[src/design/aps_pkg.sv]
// Package for the always-on power sequencer register block
package aps_pkg;

  // ************************************************************
  // Register map
  // ************************************************************
  localparam int APS_ADDR_W = 8;
  localparam logic [APS_ADDR_W-1:0] APS_LOW_POWER_CONTROL = 8'h00;
  localparam logic [APS_ADDR_W-1:0] APS_GPIO0_WAKE_FLAGS = 8'h04;
  localparam logic [APS_ADDR_W-1:0] APS_GPIO0_WAKE_ENABLE = 8'h08;
  // Listed words held outside this block: read zero, writes dropped
  localparam logic [APS_ADDR_W-1:0] APS_GPIO1_WAKE_FLAGS = 8'h0c;
  localparam logic [APS_ADDR_W-1:0] APS_GPIO1_WAKE_ENABLE = 8'h10;
  localparam logic [APS_ADDR_W-1:0] APS_PERIPHERAL_WAKE_FLAGS = 8'h30;
  localparam logic [APS_ADDR_W-1:0] APS_PERIPHERAL_WAKE_ENABLE = 8'h34;
  localparam logic [APS_ADDR_W-1:0] APS_RAM_BANK_SHUTDOWN = 8'h40;
  localparam logic [APS_ADDR_W-1:0] APS_SCRATCH_WORD_A = 8'h48;
  localparam logic [APS_ADDR_W-1:0] APS_SCRATCH_WORD_B = 8'h4c;

  // ************************************************************
  // Low-power control fields and reset values
  // ************************************************************
  localparam int APS_CRYSTAL_OSC_POWERDOWN = 31;
  localparam int APS_CRYSTAL_KEEP = 29;
  localparam int APS_LFO_KEEP = 28;
  localparam int APS_IO_MON_OFF = 25;
  localparam int APS_ANALOG_MON_OFF = 22;
  localparam int APS_CORE_MON_OFF = 20;
  localparam int APS_CORE_EXT_SUPPLY = 17;
  localparam int APS_REGULATOR_OFF = 16;
  localparam int APS_CORE_POR_CUT = 12;
  localparam int APS_BANDGAP_OFF_IN_SLEEP = 11;
  localparam int APS_FAST_WAKE = 10;
  localparam int APS_STORAGE_EN = 9;
  localparam int APS_RET_SUPPLY_SEL = 8;
  localparam int APS_DET_BYPASS = 6;
  localparam int APS_RANGE_LSB = 4;
  localparam int APS_KEEP_LSB = 0;
  localparam logic [31:0] APS_LPC_WRITE_MASK = 32'hb2531f7f;
  localparam logic [31:0] APS_LPC_RESET = 32'h80011920;
  localparam logic [31:0] APS_WAKE_RESET = 32'h00000000;
  // Pins that exist; value arbitrary, all present by default
  localparam logic [31:0] APS_GPIO0_PRESENT = 32'hffffffff;
  // Cycles after reset before the core supply pin is judged
  localparam logic [3:0] APS_DETECT_CYCLES = 4'h4;
  localparam logic [1:0] APS_RESP_OKAY = 2'h0;
  localparam logic [1:0] APS_RESP_SLVERR = 2'h2;

  // ************************************************************
  // Types
  // ************************************************************
  typedef enum logic [1:0] {
    APS_PH_DETECT = 2'b01,
    APS_PH_RUN = 2'b10
  } aps_phase_t;

  // AXI4-Lite master to slave
  typedef struct packed {
    logic awvalid;
    logic [31:0] awaddr;
    logic wvalid;
    logic [31:0] wdata;
    logic [3:0] wstrb;
    logic bready;
    logic arvalid;
    logic [31:0] araddr;
    logic rready;
  } aps_axi_req_t;

  // AXI4-Lite slave to master
  typedef struct packed {
    logic awready;
    logic wready;
    logic bvalid;
    logic [1:0] bresp;
    logic arready;
    logic rvalid;
    logic [31:0] rdata;
    logic [1:0] rresp;
  } aps_axi_rsp_t;

  // Sequencer mode inputs, same clock
  typedef struct packed {
    logic low_power_active;
    logic deep_sleep_mode;
    logic mode_a_active;
    logic mode_a_request;
  } aps_mode_t;

  // Analog and sequencer controls
  typedef struct packed {
    logic crystal_osc_powerdown;
    logic crystal_keep_in_sleep;
    logic lfo_keep_in_sleep;
    logic lfo_force_off;
    logic io_monitor_off;
    logic analog_monitor_off;
    logic core_monitor_off;
    logic baud_rate_oscillator_off;
    logic core_ext_supply;
    logic regulator_off;
    logic core_por_cut;
    logic bandgap_off;
    logic skip_lfo_warmup;
    logic short_warmup;
    logic resume_next;
    logic reset_on_exit;
    logic enter_storage;
    logic enter_mode_a;
    logic ret_supply_sel;
    logic detect_bypass;
    logic [1:0] core_range;
    logic [7:0] bank_keep;
  } aps_ctrl_t;

  typedef struct packed {
    logic [31:0] meta;
    logic [31:0] stable;
  } aps_sync_state_t;

  typedef struct packed {
    logic [31:0] prev;
    logic [31:0] flags;
  } aps_wake_state_t;

  typedef struct packed {
    logic [31:0] lpc;
    logic [31:0] wake_en;
    aps_phase_t phase;
    logic [3:0] det_cnt;
    logic aw_have;
    logic [APS_ADDR_W-1:0] awaddr;
    logic w_have;
    logic [31:0] wdata;
    logic [3:0] wstrb;
    logic bvalid;
    logic [1:0] bresp;
    logic rvalid;
    logic [31:0] rdata;
    logic [1:0] rresp;
  } aps_top_state_t;

endpackage : aps_pkg

[src/design/aps_regs.sv]
// Always-on power sequencer register block with AXI4-Lite access
// Functional notes
// - Registers reset only by power-on reset
// - Bit 31 powers down crystal oscillator
// - Bit 29 keeps crystal running; storage overrides
// - Bit 28 keeps LF oscillator; storage forces off
// - Bits 25, 22 disable I/O, analog monitors
// - Bit 20 core monitor, baud oscillator off while bit 11 clear
// - Regulator bit cleared at power-up when no core supply
// - Bit 12 cuts core POR in sleep
// - Bit 11 bandgap off in deep sleep
// - Fast wake skips warm-ups, resumes next instruction
// - Without fast wake, exit acts as reset
// - Storage bit turns mode_a request into storage
// - Bit 8 selects RAM retention supply
// - Bit 6 bypasses core supply detection
// - Bits 5:4 pick core voltage, oscillator
// - Bits 3:0 keep RAM bank pairs
// - Bank 0 never kept across mode_a
// - Wake flags set by pins, write-one-clear
// - Enabled set flag wakes device
// - Enable bits gate wake; absent pins ignored
//
// Chosen here: register access over AXI4-Lite.
`timescale 1ns/1ps
`default_nettype none
module aps_regs (
  // Clock and power-on reset
  input wire logic aclk,
  input wire logic aresetn,
  // AXI4-Lite register port
  input wire aps_pkg::aps_axi_req_t axi_req,
  output aps_pkg::aps_axi_rsp_t axi_rsp,
  // Sequencer mode, same clock
  input wire aps_pkg::aps_mode_t mode,
  // Pins: GPIO0 and core supply presence
  input wire logic [31:0] gpio0_pins,
  input wire logic core_supply_present,
  // Controls out
  output aps_pkg::aps_ctrl_t ctrl,
  // Wake to the sequencer
  output logic pin_wake
);
  import aps_pkg::*;

  // ************************************************************
  // Declarations
  // ************************************************************
  aps_top_state_t s_q; // Whole block state
  aps_top_state_t s_d; // Next state
  logic [31:0] gpio0_sync; // Synchronised GPIO0
  logic [31:0] supply_sync; // Synchronised supply pin in bit 0
  logic [31:0] pin_wake_flags; // Wake flag word
  logic [31:0] flag_clear; // W1C bits for the flag word
  logic do_write; // Write committed this cycle
  logic do_read; // Read taken this cycle
  logic [APS_ADDR_W-1:0] raddr; // Read address
  logic [31:0] lpc; // Short name for the control word

  // ************************************************************
  // Helper functions
  // ************************************************************
  // Byte strobes to a bit mask
  function automatic logic [31:0] strb_mask(input logic [3:0] strb);
    logic [31:0] m;
    m = '0;
    for (int i = 0; i < 4; i++)
    begin
      m[i*8 +: 8] = {8{strb[i]}};
    end
    return m;
  endfunction : strb_mask

  // Merge written bytes into a word, keeping unwritable bits
  function automatic logic [31:0] merge(input logic [31:0] old, input logic [31:0] wd,
                                        input logic [3:0] strb, input logic [31:0] wmask);
    logic [31:0] m;
    m = strb_mask(strb) & wmask;
    return (old & ~m) | (wd & m);
  endfunction : merge

  // Address is one of the listed words, including those held outside this block
  function automatic logic mapped(input logic [APS_ADDR_W-1:0] a);
    logic hit;
    hit = 1'b0;
    case (a)
      APS_LOW_POWER_CONTROL, APS_GPIO0_WAKE_FLAGS, APS_GPIO0_WAKE_ENABLE,
      APS_GPIO1_WAKE_FLAGS, APS_GPIO1_WAKE_ENABLE, APS_PERIPHERAL_WAKE_FLAGS,
      APS_PERIPHERAL_WAKE_ENABLE, APS_RAM_BANK_SHUTDOWN, APS_SCRATCH_WORD_A,
      APS_SCRATCH_WORD_B:
        hit = 1'b1;
      default:
        hit = 1'b0;
    endcase
    return hit;
  endfunction : mapped

  // ************************************************************
  // Pin synchronisers and wake flags
  // ************************************************************
  // GPIO0 pins into the clock domain
  aps_sync u_sync_gpio (
    .aclk(aclk),
    .aresetn(aresetn),
    .pin_async(gpio0_pins),
    .pin_sync(gpio0_sync)
  );

  // Core supply presence pin into the clock domain
  aps_sync u_sync_supply (
    .aclk(aclk),
    .aresetn(aresetn),
    .pin_async({31'h00000000, core_supply_present}),
    .pin_sync(supply_sync)
  );

  // Flag word and wake request
  aps_wake u_wake (
    .aclk(aclk),
    .aresetn(aresetn),
    .pins(gpio0_sync),
    .low_power_active(mode.low_power_active),
    .clear_bits(flag_clear),
    .enable_bits(s_q.wake_en),
    .pin_wake_flags(pin_wake_flags),
    .wake(pin_wake)
  );

  // ************************************************************
  // Bus decode
  // ************************************************************
  // Write commits once both address and data are held
  assign do_write = s_q.aw_have && s_q.w_have && !s_q.bvalid;
  assign do_read = axi_req.arvalid && !s_q.rvalid;
  assign raddr = axi_req.araddr[APS_ADDR_W-1:0];
  assign lpc = s_q.lpc;

  assign flag_clear = (do_write && s_q.awaddr == APS_GPIO0_WAKE_FLAGS) ?
                      (s_q.wdata & strb_mask(s_q.wstrb)) : 32'h00000000;

  // ************************************************************
  // Next-state logic
  // ************************************************************
  always_comb
  begin
    s_d = s_q;
    // Write address channel
    if (axi_req.awvalid && !s_q.aw_have && !s_q.bvalid)
    begin
      s_d.aw_have = 1'b1;
      s_d.awaddr = axi_req.awaddr[APS_ADDR_W-1:0];
    end
    // Write data channel
    if (axi_req.wvalid && !s_q.w_have && !s_q.bvalid)
    begin
      s_d.w_have = 1'b1;
      s_d.wdata = axi_req.wdata;
      s_d.wstrb = axi_req.wstrb;
    end
    // Power-up check of the core supply pin
    case (s_q.phase)
      APS_PH_DETECT:
      begin
        if (s_q.det_cnt == APS_DETECT_CYCLES)
        begin
          s_d.phase = APS_PH_RUN;
          if (!supply_sync[0])
          begin
            s_d.lpc[APS_REGULATOR_OFF] = 1'b0;
          end
        end
        else
        begin
          s_d.det_cnt = s_q.det_cnt + 4'h1;
        end
      end
      APS_PH_RUN:
      begin
        s_d.phase = APS_PH_RUN;
      end
      default:
      begin
        s_d.phase = APS_PH_RUN;
      end
    endcase
    // Commit a write; a software set beats the supply clear
    if (do_write)
    begin
      s_d.aw_have = 1'b0;
      s_d.w_have = 1'b0;
      s_d.bvalid = 1'b1;
      s_d.bresp = mapped(s_q.awaddr) ? APS_RESP_OKAY : APS_RESP_SLVERR;
      case (s_q.awaddr)
        APS_LOW_POWER_CONTROL:
        begin
          s_d.lpc = merge(s_d.lpc, s_q.wdata, s_q.wstrb, APS_LPC_WRITE_MASK);
        end
        APS_GPIO0_WAKE_ENABLE:
        begin
          s_d.wake_en = merge(s_q.wake_en, s_q.wdata, s_q.wstrb, APS_GPIO0_PRESENT);
        end
        default:
        begin
          s_d.wake_en = s_q.wake_en;
        end
      endcase
    end
    // Write response taken
    if (s_q.bvalid && axi_req.bready)
    begin
      s_d.bvalid = 1'b0;
    end
    // Read response taken
    if (s_q.rvalid && axi_req.rready)
    begin
      s_d.rvalid = 1'b0;
    end
    // Read taken: data registered with rvalid
    if (do_read)
    begin
      s_d.rvalid = 1'b1;
      s_d.rresp = mapped(raddr) ? APS_RESP_OKAY : APS_RESP_SLVERR;
      case (raddr)
        APS_LOW_POWER_CONTROL:
        begin
          s_d.rdata = s_q.lpc;
        end
        APS_GPIO0_WAKE_FLAGS:
        begin
          s_d.rdata = pin_wake_flags;
        end
        APS_GPIO0_WAKE_ENABLE:
        begin
          s_d.rdata = s_q.wake_en;
        end
        default:
        begin
          s_d.rdata = 32'h00000000;
        end
      endcase
    end
  end

  // ************************************************************
  // State register
  // ************************************************************
  // Only power-on reset here
  always_ff @(posedge aclk)
  begin
    if (!aresetn)
    begin
      s_q <= '0;
      s_q.lpc <= APS_LPC_RESET;
      s_q.wake_en <= APS_WAKE_RESET;
      s_q.phase <= APS_PH_DETECT;
    end
    else
    begin
      s_q <= s_d;
    end
  end

  // ************************************************************
  // Bus outputs
  // ************************************************************
  always_comb
  begin
    axi_rsp = '0;
    axi_rsp.awready = !s_q.aw_have && !s_q.bvalid;
    axi_rsp.wready = !s_q.w_have && !s_q.bvalid;
    axi_rsp.bvalid = s_q.bvalid;
    axi_rsp.bresp = s_q.bresp;
    axi_rsp.arready = !s_q.rvalid;
    axi_rsp.rvalid = s_q.rvalid;
    axi_rsp.rdata = s_q.rdata;
    axi_rsp.rresp = s_q.rresp;
  end

  // ************************************************************
  // Control outputs
  // ************************************************************
  always_comb
  begin
    ctrl = '0;
    ctrl.crystal_osc_powerdown = lpc[APS_CRYSTAL_OSC_POWERDOWN];
    ctrl.crystal_keep_in_sleep = lpc[APS_CRYSTAL_KEEP] && !lpc[APS_STORAGE_EN];
    ctrl.lfo_keep_in_sleep = lpc[APS_LFO_KEEP] && !lpc[APS_STORAGE_EN];
    ctrl.lfo_force_off = lpc[APS_STORAGE_EN];
    ctrl.io_monitor_off = lpc[APS_IO_MON_OFF];
    ctrl.analog_monitor_off = lpc[APS_ANALOG_MON_OFF];
    ctrl.core_monitor_off = lpc[APS_CORE_MON_OFF] && !lpc[APS_BANDGAP_OFF_IN_SLEEP];
    ctrl.baud_rate_oscillator_off = lpc[APS_CORE_MON_OFF] && !lpc[APS_BANDGAP_OFF_IN_SLEEP];
    ctrl.core_ext_supply = lpc[APS_CORE_EXT_SUPPLY];
    ctrl.regulator_off = lpc[APS_REGULATOR_OFF];
    ctrl.core_por_cut = lpc[APS_CORE_POR_CUT] && (mode.deep_sleep_mode || mode.mode_a_active);
    ctrl.bandgap_off = lpc[APS_BANDGAP_OFF_IN_SLEEP] && mode.deep_sleep_mode;
    ctrl.skip_lfo_warmup = lpc[APS_FAST_WAKE];
    ctrl.short_warmup = lpc[APS_FAST_WAKE];
    ctrl.resume_next = lpc[APS_FAST_WAKE];
    ctrl.reset_on_exit = !lpc[APS_FAST_WAKE];
    ctrl.enter_storage = mode.mode_a_request && lpc[APS_STORAGE_EN];
    ctrl.enter_mode_a = mode.mode_a_request && !lpc[APS_STORAGE_EN];
    ctrl.ret_supply_sel = lpc[APS_RET_SUPPLY_SEL];
    ctrl.detect_bypass = lpc[APS_DET_BYPASS];
    ctrl.core_range = lpc[APS_RANGE_LSB +: 2];
    // Pair i keeps banks i and i+4; bank 0 is never kept, so pair 0 keeps bank 4 only
    ctrl.bank_keep = {lpc[APS_KEEP_LSB +: 4], lpc[APS_KEEP_LSB +: 4]};
    ctrl.bank_keep[0] = 1'b0;
  end
endmodule : aps_regs
`default_nettype wire

[src/design/aps_sync.sv]
// Two-flop synchroniser for the pin inputs
`timescale 1ns/1ps
`default_nettype none
module aps_sync (
  // Clock and reset
  input wire logic aclk,
  input wire logic aresetn,
  // Asynchronous pins in, stable copy out
  input wire logic [31:0] pin_async,
  output logic [31:0] pin_sync
);
  import aps_pkg::*;

  aps_sync_state_t s_q; // Both stages
  aps_sync_state_t s_d; // Next value

  // ************************************************************
  // Stage logic
  // ************************************************************
  // First stage feeds only the second
  always_comb
  begin
    s_d = s_q;
    s_d.meta = pin_async;
    s_d.stable = s_q.meta;
  end

  // Registers
  always_ff @(posedge aclk)
  begin
    if (!aresetn)
    begin
      s_q <= '0;
    end
    else
    begin
      s_q <= s_d;
    end
  end

  assign pin_sync = s_q.stable;
endmodule : aps_sync
`default_nettype wire

[src/design/aps_wake.sv]
// Pin-transition wake flags with write-one-to-clear
`timescale 1ns/1ps
`default_nettype none
module aps_wake (
  // Clock and reset
  input wire logic aclk,
  input wire logic aresetn,
  // Synchronised pins and mode
  input wire logic [31:0] pins,
  input wire logic low_power_active,
  // Software clear and enables
  input wire logic [31:0] clear_bits,
  input wire logic [31:0] enable_bits,
  // Flags and wake
  output logic [31:0] pin_wake_flags,
  output logic wake
);
  import aps_pkg::*;

  aps_wake_state_t s_q; // Previous pins and flags
  aps_wake_state_t s_d; // Next value
  logic [31:0] edge_hit; // Transition this cycle

  // ************************************************************
  // Flag logic
  // ************************************************************
  always_comb
  begin
    s_d = s_q;
    s_d.prev = pins;
    edge_hit = (pins ^ s_q.prev) & {32{low_power_active}} & APS_GPIO0_PRESENT;
    s_d.flags = (s_q.flags & ~clear_bits) | edge_hit;
  end

  // Registers
  always_ff @(posedge aclk)
  begin
    if (!aresetn)
    begin
      s_q <= '0;
    end
    else
    begin
      s_q <= s_d;
    end
  end

  assign pin_wake_flags = s_q.flags;
  assign wake = |(s_q.flags & enable_bits & APS_GPIO0_PRESENT);
endmodule : aps_wake
`default_nettype wire

[config.mk]
export PLATFORM = sky130hd
export DESIGN_NAME = aps_regs
export DESIGN_NICKNAME = d
export VERILOG_FILES = /design/src/design/aps_pkg.sv /design/src/design/aps_regs.sv /design/src/design/aps_sync.sv /design/src/design/aps_wake.sv
export SDC_FILE = /design/constraint.sdc
export NUM_CORES = 1
export LEC_CHECK = 0
export BUFFER_PORTS_ARGS = -buffer_cell sky130_fd_sc_hd__buf_2
export CAP_MARGIN = 5
export CORE_ASPECT_RATIO = 1.5
export CORE_MARGIN = 3
export CORE_UTILIZATION = 30
export DETAILED_ROUTE_END_ITERATION = 10
export PLACE_DENSITY = 0.54
export SLEW_MARGIN = 20
export SYNTH_ARGS = -nofsm -noshare
export SYNTH_HDL_FRONTEND = slang
export SYNTH_SLANG_ARGS = --single-unit
[constraint.sdc]
create_clock -name aclk -period 3 [get_ports aclk]
set_input_delay 0.6 -clock aclk [delete_from_list [all_inputs] [get_ports aclk]]
set_output_delay 0.6 -clock aclk [all_outputs]
set_load 0.005 [all_outputs]
==> summary.txt <==
Floorplanning
  • Standard-cell rows: 84
  • Die H: around 240 microns
  • Area of the core: 0.0355 sq mm
  • Chip Width: ~160 microns
  • IO Pins: approximately 220
  • Starting Density: 30.7%
  • Die footprint: about 0.039 sq mm

Yosys
  • Leading post-synthesis cells by cell area: dfxtp_1 (50%), nand2_1 (6.3%), and2_1 (5.7%)
  • Number of flops mapped to enable cells by yosys: 0
  • Mux contribution to synthesized area: 7.47%
  • Synth Area in Simple Gates: 19.9%
  • Synth top area share: about half
  • Register bit total from synthesis: 270
  • Synth Area in Compound Gates: between 10% and 20%
  • Mapped Area: 0.0109 sq mm
  • Sequential-to-total area share from yosys stat: 49.5%
  • XOR/XNOR share of the synthesized area: 2.57%
  • Syn. warnings: 0
  • Syn Inst Count: 1138
  • Largest family of logic cells by synthesized area: simple AND/OR/NAND/NOR gates
  • Largest area contributor in the netlist: dfxtp_1
  • Post-synth cell types: 48
  • Primary FF master, synth: dfxtp_1
  • Post-synthesis adder-cell area fraction: less than 1%
  • Async SR Flop Fraction: 0%
  • Syn avg cell area: approximately 9.6 sq um

Worst setup path
  • Crit-path max FO: 3
  • CP Capture Type: output pin
  • CP startpoint kind: flop
  • FF-to-FF Start: s_q[79]$_SDFFE_PN0P_
  • R2R setup slack: approximately 0.95 ns
  • Required time worst endpoint: 2.40 ns
  • Arr. time, crit path: between 2 and 2.5 ns
  • FF-to-FF path depth: 3
  • Worst Path Class, Setup: reg -> out
  • Critical Path Start: u_wake.pin_wake_flags[2]$_SDFF_PN0_

Clocking
  • CTS max path bufs: 3
  • Post CTS Setup Buffer Count: 0
  • CTS tree: done
  • Sink Count: 270
  • Clock latency at the later pin of the worst-skew pair: ~0.54 ns
  • Cts hold-fix bufs: 0
  • Clock Tree Root: clkbuf_16
  • Clock transition at path regs: ~0.060 ns
  • H-tree Lvls: 1
  • TritonCTS buffer count: 26
  • # resized after CTS: 0

Finish
  • Register Area: 0.00541 sq mm
  • Fill cells: 3738
  • Share of cells above drive strength 1: 21.2%
  • Area of the multi-input gates: ~0.0047 sq mm
  • Final nets: 1354
  • # diodes: 0
  • Commonest non-fill, non-tap cells in the layout: dfxtp_1 (270), nand2_1 (184), buf_2 (163), and2_1 (100), a21oi_1 (75)
  • Core Util, Final: 35.4%
  • Area Overhead vs Synth: 15.2%
  • Most common cell after layout, fill and taps aside: dfxtp_1

Timing
  • Fmax: 380 MHz
  • RSZ-0062 raised after global routing: false
  • Clock Skew: 0.0148 ns
  • Period minus WS final: 2.63 ns
  • Final setup margin: 0.367 ns
  • Max-slew violation count: 0
  • Setup TNS: 0 ns
  • Fin crit share: 87.8%
  • Final hold violation count: 0
  • Slew margin rel.: 32.3%
  • Final setup viols: 0
  • Worst Max-Slew Pin Slew: ~1 ns

Power and ir drop
  • VDD IR-drop max: 0.000311 V
  • Sw frac: between 20% and 30%
  • Final Total Pwr: between 0.007 and 0.008 W
  • Int Pwr: 0.00594 W
  • Clock power share: 42.3%
  • Switching power: 0.00190 W
  • Sequential share of power: 49.4%
  • Combinational Power Share: 8.3%
  • PwrDens: 623 mW/mm^2
  • Static leakage: 4.97 nW

GRT
  • First-pass GRT wire length: approximately 44 mm
  • GRT Residual Overflow: 0
  • Vias in the first global route: 7681
  • Largest net degree at the start of global routing: 71
  • Tot GR Track Use: 14.3%
  • Initial antenna violation count: 0

Status
  • Status: finished, final reports clean

Detailed routing
  • Residual DRC: 0
  • Initial DRC count: 498
  • DRT Wirelength: 28.6 mm
  • Post-route ant nets: 0
  • Via count: about 8000
  • DR pass1 iterations: 6
  • Routed len/inst: 16.9 microns
  • Vias/cell: 4.72

Hold path
  • Min-Delay Path Class: in -> reg
  • Min-delay src: gpio0_pins[20]
  • WHS Endpoint: u_sync_gpio.s_d[20]$_SDFF_PN0_
  • Hold path depth: 2

Placed design
  • IO buf count: roughly 160
  • Post-DP HPWL: 21.2 mm
  • Routability Congestion: 0.847
  • Setup WS pre-CTS: 0.742 ns

Run
  • MaxCap Viol Count: 0
==> worst max path at each step <==
stage	endpoint	slack [ns]	depth (start not counted)
finish	pin_wake	0.37	4
global route	pin_wake	0.30	4
CTS	pin_wake	0.34	4
detailed placement	axi_rsp[5]$_SDFFE_PN0P_	0.74	4
global placement	axi_rsp[2]$_SDFFE_PN0P_	0.78	4
floorplan	axi_rsp[10]$_SDFFE_PN0P_	1.08	5
==> critical path, stage by stage (launching register included) <==
cell     delay, ns
dfxtp_1       0.34
a22oi_1       0.43
nand4_1       0.13
or4_1         0.45
buf_2         0.16
==> cells in the mapped netlist (all sizes together), types with 10 or more instances <==
master / instances
nand2: 184
clkbuf: 69
nand3b: 10
a222oi: 20
a22oi: 28
nor2: 25
nor2b: 11
a32oi: 20
a311oi: 34
mux2i: 59
mux2: 20
xor2: 32
buf: 69
a21oi: 75
and2: 100
nor4: 11
dfxtp: 270
nand3: 16
o21ai: 17
nor3: 20
==> layout make-up <==
cell class,count,share of cell area [%]
Tap cell,473,4.71
Sequential cell,270,43.0
Multi-Input combinational cell,723,37.7
Inverter,9,0.279
Clock buffer,40,6.15
Timing Repair Buffer,178,7.48
Clock inverter,6,0.756
==> stage by stage <==
step                      cell area (sq um)  instances  hold slack [ns]
final                                 12600       1699            0.269
after detailed placement              11700       1653            0.418
after global placement                11700       1653            0.415
after floorplan                       10900       1140            0.412
after global routing                  12600       1699            0.240
after CTS                             12600       1699            0.235
==> cells by family (layout without fill, tap and decap cells) <==
| logic type | Yosys count | count (layout) |
|---|---|---|
| XOR/XNOR | 32 | 32 |
| multiplexers | 79 | 79 |
| AND/OR/NAND/NOR | 404 | 404 |
| other | 1 | 3 |
| AO/OA/AOI/OAI | 203 | 203 |
| buffers and inverters | 147 | 233 |
| adder cells (fa/ha/maj) | 2 | 2 |
| flip-flops | 270 | 270 |
==> power groups by stage <==
stage          Clock [W]  Sequential (W)  Combinational [W]
2_1_floorplan          0         0.00389           0.000488
3_3_place_gp           0         0.00395           0.000643
3_5_place_dp           0         0.00395           0.000659
4_1_cts          0.00343         0.00387           0.000660
5_1_grt          0.00357         0.00389           0.000735
6_report         0.00331         0.00387           0.000650
==> metal layers <==
layer  up-vias  part of all wire, %  routed length, microns  GRT usage (%)
met1      3686                   44                   12700           18.3
met5         -                    0                       0              0
li1       4049                    -                       -              -
met3        48                  4.9                    1410           2.34
met4         0                  4.5                    1300           6.67
met2       231                   46                   13200           23.6
(Power assumes the default switching activity.)
